## config.mk

```make
export PLATFORM = sky130hd
export DESIGN_NAME = lsst_ctrl_flat
export DESIGN_NICKNAME = d
export VERILOG_FILES = /design/src/inc/lsst_pkg.sv /design/src/inc/lsst_link_if.sv /design/src/design/lsst_ctrl.sv /design/src/flat_wrapper.sv
export SDC_FILE = /design/constraint.sdc
export NUM_CORES = 1
export LEC_CHECK = 0
export BUFFER_PORTS_ARGS = -buffer_cell sky130_fd_sc_hd__buf_4
export CORE_AREA = 2 2 109 111
export DETAILED_ROUTE_END_ITERATION = 16
export DIE_AREA = 0 0 111 113
export MAX_ROUTING_LAYER = met4
export PLACE_DENSITY = 0.85
export SKIP_LAST_GASP = 1
export SYNTH_ARGS = -nofsm -noshare
export SYNTH_HDL_FRONTEND = slang
export SYNTH_SLANG_ARGS = --single-unit
export TNS_END_PERCENT = 1
```

## constraint.sdc

```tcl
create_clock -name clock -period 8.4 [get_ports clock]
set_clock_uncertainty 0.2 [all_clocks]
set_input_delay 1.68 -clock clock [delete_from_list [all_inputs] [get_ports clock]]
set_output_delay 1.68 -clock clock [all_outputs]
set_load 0.005 [all_outputs]
```

## src/inc/lsst_pkg.sv

```systemverilog
// ==========================================================================
// shared constants for the linear sensor scan link
package lsst_pkg;

    // ======================================================================
    // system clock and sensor clock limits
    localparam int unsigned SYS_CLK_HZ = 200_000_000; // system clock rate
    localparam int unsigned SCLK_MAX_HZ = 2_000_000; // fastest sensor clock
    localparam int unsigned DUTY_MIN_PCT = 45; // least high-time share
    localparam int unsigned DUTY_MAX_PCT = 55; // largest high-time share
    // half period of the sensor clock in system cycles, rounded up (least time)
    localparam int unsigned SCLK_HALF_MIN = (SYS_CLK_HZ + 2 * SCLK_MAX_HZ - 1) / (2 * SCLK_MAX_HZ);

    // ======================================================================
    // scan geometry and start pulse limits, in sensor clock periods
    localparam int unsigned PIXELS = 736; // pixels per scan
    localparam int unsigned ST_HIGH_MIN = 2; // least start pulse high time
    localparam int unsigned ST_LOW_MIN = 16; // least start pulse low time
    localparam int unsigned ST_CYCLE_MIN = 18; // least start pulse cycle
    localparam int unsigned INTEG_EXTRA = 6; // integration beyond high time
    localparam int unsigned FIRST_VALID_STROBE = 14; // strobe of pixel 0

    // ======================================================================
    // widths and typed constants
    localparam int unsigned STB_W = 10; // strobe counter width
    localparam int unsigned SET_W = 16; // start pulse setting width
    typedef logic [STB_W-1:0] lsst_stb_t;
    typedef logic [SET_W-1:0] lsst_set_t;
    localparam lsst_stb_t STB_ONE = 10'h001;
    localparam lsst_stb_t STB_FIRST = STB_W'(FIRST_VALID_STROBE);
    localparam lsst_stb_t STB_LAST = STB_W'(FIRST_VALID_STROBE + PIXELS - 1);
    localparam lsst_stb_t STB_PRE = STB_W'(FIRST_VALID_STROBE - 1);
    localparam lsst_set_t SET_ONE = 16'h0001;
    localparam lsst_set_t SET_HIGH_MIN = SET_W'(ST_HIGH_MIN);
    localparam lsst_set_t SET_LOW_MIN = SET_W'(ST_LOW_MIN);
    localparam lsst_set_t SET_EXTRA = SET_W'(INTEG_EXTRA);
    localparam lsst_set_t SET_ALL_ONES = 16'hffff;

    // ======================================================================
    // true while a strobe number carries a valid pixel
    function automatic logic lsst_in_window(input lsst_stb_t n);
        return (n >= STB_FIRST) && (n <= STB_LAST);
    endfunction

endpackage

```

## src/inc/lsst_link_if.sv

```systemverilog
`timescale 1ns/100ps
// ==========================================================================
// sensor link: clock and start pulse out of the controller, video and strobe back
interface lsst_link_if #(
    parameter int VIDEO_W = 12
);
    logic sensor_clk; // sensor clock made by the controller
    logic scan_start_pulse; // start pulse, high sets integration
    logic [VIDEO_W-1:0] video; // digitised video level, one per strobe
    logic trig; // pixel strobe, video taken on its rising edge

    modport ctrl (
        output sensor_clk,
        output scan_start_pulse,
        input video,
        input trig
    );

    modport sens (
        input sensor_clk,
        input scan_start_pulse,
        output video,
        output trig
    );
endinterface

```

## src/design/lsst_ctrl.sv

```systemverilog
`timescale 1ns/100ps
// ==========================================================================
// controller end: sensor clock, start pulse timing and pixel capture

module lsst_ctrl
    import lsst_pkg::*;
#(
    parameter int VIDEO_W = 12,
    parameter int HALF_CYC = SCLK_HALF_MIN
) (
    input wire logic clock, // system clock
    input wire logic arst_n, // asynchronous reset, active low
    lsst_link_if.ctrl link, // link to the sensor
    input wire logic enable, // run scans back to back while high
    input wire logic [SET_W-1:0] high_clocks, // start high time, sensor clocks
    input wire logic [SET_W-1:0] cycle_clocks, // start pulse cycle, sensor clocks
    output logic [VIDEO_W-1:0] pixel_data, // captured video sample
    output logic [STB_W-1:0] pixel_index, // index of pixel_data, 0 to 735
    output logic pixel_valid, // pulse per captured pixel
    output logic scan_done, // pulse with the last pixel of a scan
    output logic busy // high while a start cycle runs
);

    // half period never shorter than the 2 MHz limit allows
    localparam int HALF = (HALF_CYC > int'(SCLK_HALF_MIN)) ? HALF_CYC : int'(SCLK_HALF_MIN);
    localparam int DIV_W = $clog2(HALF + 1);
    localparam logic [DIV_W-1:0] DIV_LAST = DIV_W'(HALF - 1);
    localparam logic [DIV_W-1:0] DIV_ONE = DIV_W'(1);

    typedef enum logic [1:0] {LSST_C_IDLE, LSST_C_HIGH, LSST_C_LOW} lsst_cstate_t;

    // ======================================================================
    // raise a setting to its least value
    function automatic lsst_set_t lsst_at_least(input lsst_set_t v, input lsst_set_t lo);
        return (v < lo) ? lo : v;
    endfunction

    // ======================================================================
    // sensor clock divider, equal halves
    logic [DIV_W-1:0] div_q, div_d;
    logic sclk_q, sclk_d;
    logic sclk_fall;

    // toggle every HALF system cycles: 50 percent duty, at most 2 MHz
    always_comb begin
        div_d = div_q + DIV_ONE;
        sclk_d = sclk_q;
        sclk_fall = 1'b0;
        if (div_q == DIV_LAST) begin
            div_d = '0;
            sclk_d = ~sclk_q;
            sclk_fall = sclk_q;
        end
    end

    always_ff @(posedge clock or negedge arst_n) begin
        if (!arst_n) begin
            div_q <= '0;
            sclk_q <= 1'b0;
        end else begin
            div_q <= div_d;
            sclk_q <= sclk_d;
        end
    end

    // ======================================================================
    // start pulse sequencer, changes on sensor clock falls only
    lsst_cstate_t state_q, state_d;
    lsst_set_t ph_q, ph_d, hi_q, hi_d, lo_q, lo_d;
    logic st_q, st_d;
    logic busy_q, busy_d;
    logic st_fall;
    lsst_set_t hi_new, lo_new, rest;

    // settings taken at each cycle start, clamped to the link limits
    always_comb begin
        hi_new = lsst_at_least(high_clocks, SET_HIGH_MIN);
        rest = (cycle_clocks > hi_new) ? (cycle_clocks - hi_new) : '0;
        lo_new = lsst_at_least(rest, SET_LOW_MIN);
    end

    always_comb begin
        state_d = state_q;
        ph_d = ph_q;
        hi_d = hi_q;
        lo_d = lo_q;
        st_d = st_q;
        st_fall = 1'b0;
        if (sclk_fall) begin
            case (state_q)
                LSST_C_IDLE: begin
                    if (enable) begin
                        state_d = LSST_C_HIGH;
                        st_d = 1'b1;
                        ph_d = SET_ONE;
                        hi_d = hi_new;
                        lo_d = lo_new;
                    end
                end
                LSST_C_HIGH: begin
                    if (ph_q >= hi_q) begin
                        // high time is complete: integration ends, readout follows
                        state_d = LSST_C_LOW;
                        st_d = 1'b0;
                        st_fall = 1'b1;
                        ph_d = SET_ONE;
                    end else begin
                        ph_d = ph_q + SET_ONE;
                    end
                end
                LSST_C_LOW: begin
                    if (ph_q >= lo_q) begin
                        // low time complete; cycle is hi + lo, never below 18
                        if (enable) begin
                            state_d = LSST_C_HIGH;
                            st_d = 1'b1;
                            ph_d = SET_ONE;
                            hi_d = hi_new;
                            lo_d = lo_new;
                        end else begin
                            state_d = LSST_C_IDLE;
                        end
                    end else begin
                        ph_d = ph_q + SET_ONE;
                    end
                end
                default: begin
                    state_d = LSST_C_IDLE;
                    st_d = 1'b0;
                end
            endcase
        end
        busy_d = (state_d != LSST_C_IDLE);
    end

    always_ff @(posedge clock or negedge arst_n) begin
        if (!arst_n) begin
            state_q <= LSST_C_IDLE;
            ph_q <= '0;
            hi_q <= SET_HIGH_MIN;
            lo_q <= SET_LOW_MIN;
            st_q <= 1'b0;
            busy_q <= 1'b0;
        end else begin
            state_q <= state_d;
            ph_q <= ph_d;
            hi_q <= hi_d;
            lo_q <= lo_d;
            st_q <= st_d;
            busy_q <= busy_d;
        end
    end

    // ======================================================================
    // strobe and video synchronisers
    logic t1_q, t2_q, t3_q;
    logic [VIDEO_W-1:0] v1_q, v2_q;
    logic trig_rise;

    always_ff @(posedge clock or negedge arst_n) begin
        if (!arst_n) begin
            t1_q <= 1'b0;
            t2_q <= 1'b0;
            t3_q <= 1'b0;
            v1_q <= '0;
            v2_q <= '0;
        end else begin
            t1_q <= link.trig;
            t2_q <= t1_q;
            t3_q <= t2_q;
            v1_q <= link.video;
            v2_q <= v1_q;
        end
    end

    // video settles half a sensor period before the strobe edge
    assign trig_rise = t2_q & ~t3_q;

    // ======================================================================
    // pixel capture: count strobes from the start fall, keep 14 to 749
    lsst_stb_t stb_q, stb_d, stb_nx;
    lsst_stb_t idx_q, idx_d;
    logic [VIDEO_W-1:0] data_q, data_d;
    logic valid_q, valid_d, done_q, done_d;

    always_comb begin
        stb_d = stb_q;
        idx_d = idx_q;
        data_d = data_q;
        valid_d = 1'b0;
        done_d = 1'b0;
        stb_nx = (stb_q == STB_LAST) ? stb_q : (stb_q + STB_ONE);
        if (st_fall) begin
            stb_d = '0;
        end else if (trig_rise) begin
            stb_d = stb_nx;
            if (lsst_in_window(stb_nx) && stb_q != STB_LAST) begin
                data_d = v2_q;
                idx_d = stb_nx - STB_FIRST;
                valid_d = 1'b1;
                done_d = (stb_nx == STB_LAST);
            end
        end
    end

    always_ff @(posedge clock or negedge arst_n) begin
        if (!arst_n) begin
            stb_q <= '0;
            idx_q <= '0;
            data_q <= '0;
            valid_q <= 1'b0;
            done_q <= 1'b0;
        end else begin
            stb_q <= stb_d;
            idx_q <= idx_d;
            data_q <= data_d;
            valid_q <= valid_d;
            done_q <= done_d;
        end
    end

    // ======================================================================
    // outputs, all from flops
    assign link.sensor_clk = sclk_q;
    assign link.scan_start_pulse = st_q;
    assign pixel_data = data_q;
    assign pixel_index = idx_q;
    assign pixel_valid = valid_q;
    assign scan_done = done_q;
    assign busy = busy_q;

endmodule

```

## src/flat_wrapper.sv

```systemverilog
// flat-port wrapper written by rule: the top's interface ports become plain ports
module lsst_ctrl_flat import lsst_pkg::*;
#(
    parameter int VIDEO_W = 12,
    parameter int HALF_CYC = SCLK_HALF_MIN
)
  (clock, arst_n, enable, high_clocks, cycle_clocks, pixel_data, pixel_index, pixel_valid, scan_done, busy, link_sensor_clk, link_scan_start_pulse, link_video, link_trig);
  lsst_link_if #(.VIDEO_W(VIDEO_W)) link_i ();
  input wire logic clock;
  input wire logic arst_n;
  input wire logic enable;
  input wire logic [SET_W-1:0] high_clocks;
  input wire logic [SET_W-1:0] cycle_clocks;
  output logic [VIDEO_W-1:0] pixel_data;
  output logic [STB_W-1:0] pixel_index;
  output logic pixel_valid;
  output logic scan_done;
  output logic busy;
  output wire logic [$bits(link_i.sensor_clk)-1:0] link_sensor_clk;
  output wire logic [$bits(link_i.scan_start_pulse)-1:0] link_scan_start_pulse;
  input wire logic [$bits(link_i.video)-1:0] link_video;
  input wire logic [$bits(link_i.trig)-1:0] link_trig;
  assign link_sensor_clk = link_i.sensor_clk;
  assign link_scan_start_pulse = link_i.scan_start_pulse;
  assign link_i.video = link_video;
  assign link_i.trig = link_trig;
  lsst_ctrl #(.VIDEO_W(VIDEO_W), .HALF_CYC(HALF_CYC)) u_core (.clock(clock), .arst_n(arst_n), .link(link_i), .enable(enable), .high_clocks(high_clocks), .cycle_clocks(cycle_clocks), .pixel_data(pixel_data), .pixel_index(pixel_index), .pixel_valid(pixel_valid), .scan_done(scan_done), .busy(busy));
endmodule
```

# After elaboration in Yosys (flattened, before gate mapping)
# Cells that the tools add are included.
# Widths: inputs -> output; s select.
[classes]
addsub = 5
n_reduce_logical = 11
n_lt_le_gt_ge = 7
n_eq_ne = 8
muxes = 37
n_bitwise = 4
[op_table]
columns = ["cell", "count"]
rows = [
  ["$mux 16", 10],
  ["$pmux 16 s2", 2],
  ["$pmux 16 s3", 1],
  ["$ge 16x16->1", 2],
  ["$mux 10", 3],
  ["$eq 10x10->1 const B", 2],
  ["$add 16x1->16 const B", 1],
  ["$gt 16x16->1", 1],
  ["$lt 16x2->1 const B", 1],
  ["$lt 16x5->1 const B", 1],
  ["$sub 16x16->16", 1],
  ["$mux 1", 14],
  ["$add 10x1->10 const B", 1],
  ["$ge 10x4->1 const B", 1],
  ["$le 10x10->1 const B", 1],
  ["$ne 10x10->1 const B", 1],
  ["$sub 10x4->10 const B", 1],
  ["$reduce_and 3->1", 3],
  ["$mux 2", 4],
  ["$add 6x1->6 const B", 1],
  ["$eq 6x6->1 const B", 1],
  ["$mux 6", 1],
  ["$pmux 2 s3", 1],
  ["$reduce_bool 2->1", 3],
  ["10 further kinds", 14],
]
[totals]
reg_bits = 120
output_inout_bits = 27
word_cells = 90
input_bits = 48

# Longest topological paths before layout
[depth]
word_depth = 9
depth_mapped = 14
depth_no_buf = 13

# Worst setup path before layout
# OpenSTA, ideal clock, no wires.
[synth_timing]
kind = "input to register"
from = "input port high_clocks[8]"
to = "register u_core.lo_q[3]"
path_buffers = 1
setup_time_ns = 0.095
t_arrival_ns = 4.515
stages = 14
slack_ns = 3.589
path_cell_list = "nor4_1 > nand4_1 > and2_1 > ha_1 > fa_1 > nand3b_1 > a21oi_1 > nor3_1 > o21ai_1 > nor2b_1 > a211oi_1 > or3_1 > buf_2 > o32ai_2"
[synth_between]
elab_chain_len = 9
word_cells_on_any_way = 10
[synth_rtl]
columns = ["item", "line_no", "source"]
rows = [
  ["start, declared", "flat_wrapper.sv:12", "input wire logic [SET_W-1:0] high_clocks;"],
  ["$lt 16x2->1 *", "lsst_ctrl.sv:35", "return (v < lo) ? lo : v;"],
  ["$mux 16 *", "lsst_ctrl.sv:35", ""],
  ["via u_core.hi_new[0]", "lsst_ctrl.sv:73", "lsst_set_t hi_new, lo_new, rest;"],
  ["$sub 16x16->16 / $gt 16x16->1 (equally long branches)", "lsst_ctrl.sv:78", "rest = (cycle_clocks > hi_new) ? (cycle_clocks - hi_new) : '0;"],
  ["$mux 16 *", "lsst_ctrl.sv:78", ""],
  ["$lt 16x5->1", "lsst_ctrl.sv:35", ""],
  ["$mux 16 *", "lsst_ctrl.sv:35", ""],
  ["$mux 16 *", "lsst_ctrl.sv:92, lsst_ctrl.sv:114", ""],
  ["$mux 16", "lsst_ctrl.sv:112", "if (ph_q >= lo_q) begin"],
  ["$pmux 16 s2 *", "lsst_ctrl.sv:90", "case (state_q)"],
  ["end signal, assigned", "lsst_ctrl.sv:148", "lo_q <= lo_d;"],
  ["end, declared", "lsst_ctrl.sv:69", "lsst_set_t ph_q, ph_d, hi_q, hi_d, lo_q, lo_d;"],
]
# The timed path passes the listed nets; every way through them passes the cells marked *. The select of a mux whose other input is x is not followed.
# A chain may end at the register's enable or synchronous reset.

# Worst setup path in the final report
[layout_timing]
from = "input port high_clocks[15]"
to = "register u_core.lo_q[4]"
# Same word-level chain as after synthesis.

==> out/results.ini <==
[route]
routed_via_density = 6.12
vias = 5795
wirelength_um = 16400
antenna_left = 0
routedWlPerCell_um = 17.3
dr.pass1.iters = 6
drt_iter0_markers = 477
drc = 0

[setup_path]
cp-start-kind = input port
cp.required_ps = 8530
cp.arrival_ps = 5460
critPathSlowestCell = or3_1
cp-end-kind = flip-flop
worstSetupPathType = input port to flip-flop
slowest_delay_ps = 580
cp_max_fo = 12
cp_cell_sequence = buf_4, nor4_1, nand4_1, and2_1, ha_1, fa_1, nand3b_1, a21oi_1, nor3_1, o21ai_1, nor2b_1, a211oi_1, or3_1, o32a_1

[synth]
syn_nets = 827
avgSynthCellArea_um2 = 9.87
synth_cells = 719
synth_most_common_cell = dfrtp_1
synth_top_cell_by_area = dfrtp_1
ys.warnings.count = 0
syn_area_um2 = 7100
async_flop_share_pct = 100
synthFlopType = dfrtp_1
synth_area_leaders = dfrtp_1, ha_1, inv_1
ys_top_cells_by_count = dfrtp_1, inv_1, ha_1
ys_ff_latch = 120
synth_top_area_share_pct = 41.6
synth-edff-count = 0
ys_seq_area_share_pct = 42.3
synthDistinctLibCells = 74

[grt]
grt_pass1_vias = 5830
antenna_found_initial = 0
grt-ovfl-total = 0
grt_pass1_wl_um = 27800
grt_usage_pct = 28.3
grt_max_degree = 89

[layout]
syn2layout_area_growth_pct = 16.8
multiInputGateArea_um2 = 3700
diodes = 0
nFillCells = 752
fin_nets = 899
seqCellArea_um2 = 3010
layout-drive-gt1-share_pct = 19.2
finalNonFillerCells = 947

[clock_network]
post_cts_resized = 0
post_cts.repair.setup_buffers = 0
hold_buffers = 0
numCtsBuffers = 17
cts.sinks = 120
htree_levels = 4
cts_tree = done
clockBufferDepth = 2
cts_root_buf = clkbuf_16
clock_latency_ps = 410
clk_pin_slew_worst_paths_ps = 60

[timing]
tightest_slew_ps = 1140
setup_ws_ps = 3080
hold_viol = 0
fmax_mhz = 188
max_slew_margin_pct = 23.8
final.setup.tns_ps = 0
timing.final.crit_share_pct = 63.4
setup_violations = 0
rsz0062_at_grt = false
layout_min_cycle_time_ps = 5320
drv_slew = 0

[pwr]
cellPowerDensity_nw_per_um2 = 227
leakagePower_nw = 3.85
total_power_w = 0.00188
vdd_drop_max_v = 0.000220

[floorplanning]
ios = 75
design.core.area_um2 = 11300
dieHeight_um = 113
std_cell_rows = 39
start_util_pct = 63.0
die_x_um = 111
dieArea_um2 = 12500

[run_status]
outcome = completed

[placement]
dpl.hpwl_um = 11900
port_buffers = 74
place_inst = 915
gp_congestion = 0.977
dp_slack_ps = 2790

[flow_run]
cap_violations = 0

[min_path]
hold_path.class = flip-flop to flip-flop

==> worst max-delay path, delay by kind of cell <==
kind	cells	cell delay [ps]
compound gates	4	1080
buf+inv	1	110
simple gates	7	1950
fa+ha+maj	2	630
==> sequential cells by signal, indices dropped and copies added, names as in the netlist <==
name	cells
u_core.stb_q	10
u_core.t2_q	1
u_core.state_q	2
u_core.busy	1
u_core.t1_q	1
u_core.v1_q	12
u_core.link.sensor_clk	1
u_core.div_q	6
u_core.t3_q	1
u_core.pixel_index	10
u_core.pixel_valid	1
u_core.hi_q	16
u_core.link.scan_start_pulse	1
u_core.ph_q	16
u_core.pixel_data	12
u_core.v2_q	12
u_core.scan_done	1
u_core.lo_q	16
==> final timing paths <==
path | startpoint | end | slack [ps] | depth (start not counted)
max | high_clocks[15] | u_core.lo_q[4] | 3080 | 14
min | u_core.v1_q[7] | u_core.v2_q[7] | 140 | 0
max reg2reg | u_core.ph_q[0] | u_core.lo_q[4] | 4720 | 11
min reg2reg | u_core.v1_q[7] | u_core.v2_q[7] | 140 | 0
max in group asynchronous | arst_n | u_core.div_q[3] | 5570 | 2
min in group asynchronous | arst_n | u_core.hi_q[14] | 1000 | 1
==> where the power goes <==
part / leakage (nW) / internal (W) / switching (W) / total, W
Clock: 0.267 / 0.000395 / 0.000268 / 0.000663
Sequential: 1.41 / 0.000650 / 0.0000713 / 0.000721
Combinational: 2.17 / 0.000264 / 0.000230 / 0.000494
Total: 3.85 / 0.00131 / 0.000570 / 0.00188
==> per-layer routing <==
layer	GRT usage (%)	part of all wire (%)	wire length (µm)
met1	33.6	41	6650
met2	48.7	51	8390
met3	5.46	5.8	956
met4	9.58	2.5	404
met5	-	0	0
==> cells by family after synthesis <==
family / after synthesis / share of synthesized area [%]
simple gates: 211 / 15.3
compound gates: 167 / 16.3
flops: 120 / 42.3
buf+inv: 97 / 5.61
fa+ha+maj: 60 / 10.7
xor+xnor: 36 / 4.44
mux: 28 / 5.31
==> cells in the final DEF (no fill, tap or decap), types with 6 or more instances in the layout <==
| cell type | instances |
|---|---|
| a31oi_1 | 18 |
| ha_1 | 59 |
| a21oi_1 | 34 |
| buf_4 | 78 |
| nand2_1 | 54 |
| and2_1 | 6 |
| nand3_1 | 19 |
| xnor2_1 | 23 |
| nand4_1 | 10 |
| nor2_1 | 51 |
| nor4_1 | 8 |
| and3_1 | 7 |
| inv_1 | 72 |
| clkbuf_16 | 17 |
| nor2b_1 | 7 |
| nor3_1 | 18 |
| o22ai_1 | 10 |
| a211oi_1 | 7 |
| xor2_1 | 13 |
| dfrtp_1 | 118 |
| mux2_4 | 18 |
| or3_1 | 10 |
| o21ai_0 | 33 |
==> layout make-up <==
| cell class | count | area share, % |
|---|---|---|
| Multi-Input combinational cell | 502 | 44.6 |
| Sequential cell | 120 | 36.2 |
| Timing Repair Buffer | 78 | 7.06 |
| Clock buffer | 19 | 5.46 |
| Inverter | 72 | 3.26 |
| Tap cell | 143 | 2.16 |
| Clock inverter | 13 | 1.18 |
==> stage by stage <==
stage               cell area (µm²)  hold WS, ps  utilization [%]
floorplan                      7100          131                -
global placement               7740          132             68.7
detailed placement             7740          136             68.7
CTS                            8290          145             73.6
global route                   8290          149             73.6
finish                         8290          143             73.6
(Power assumes the default switching activity.)
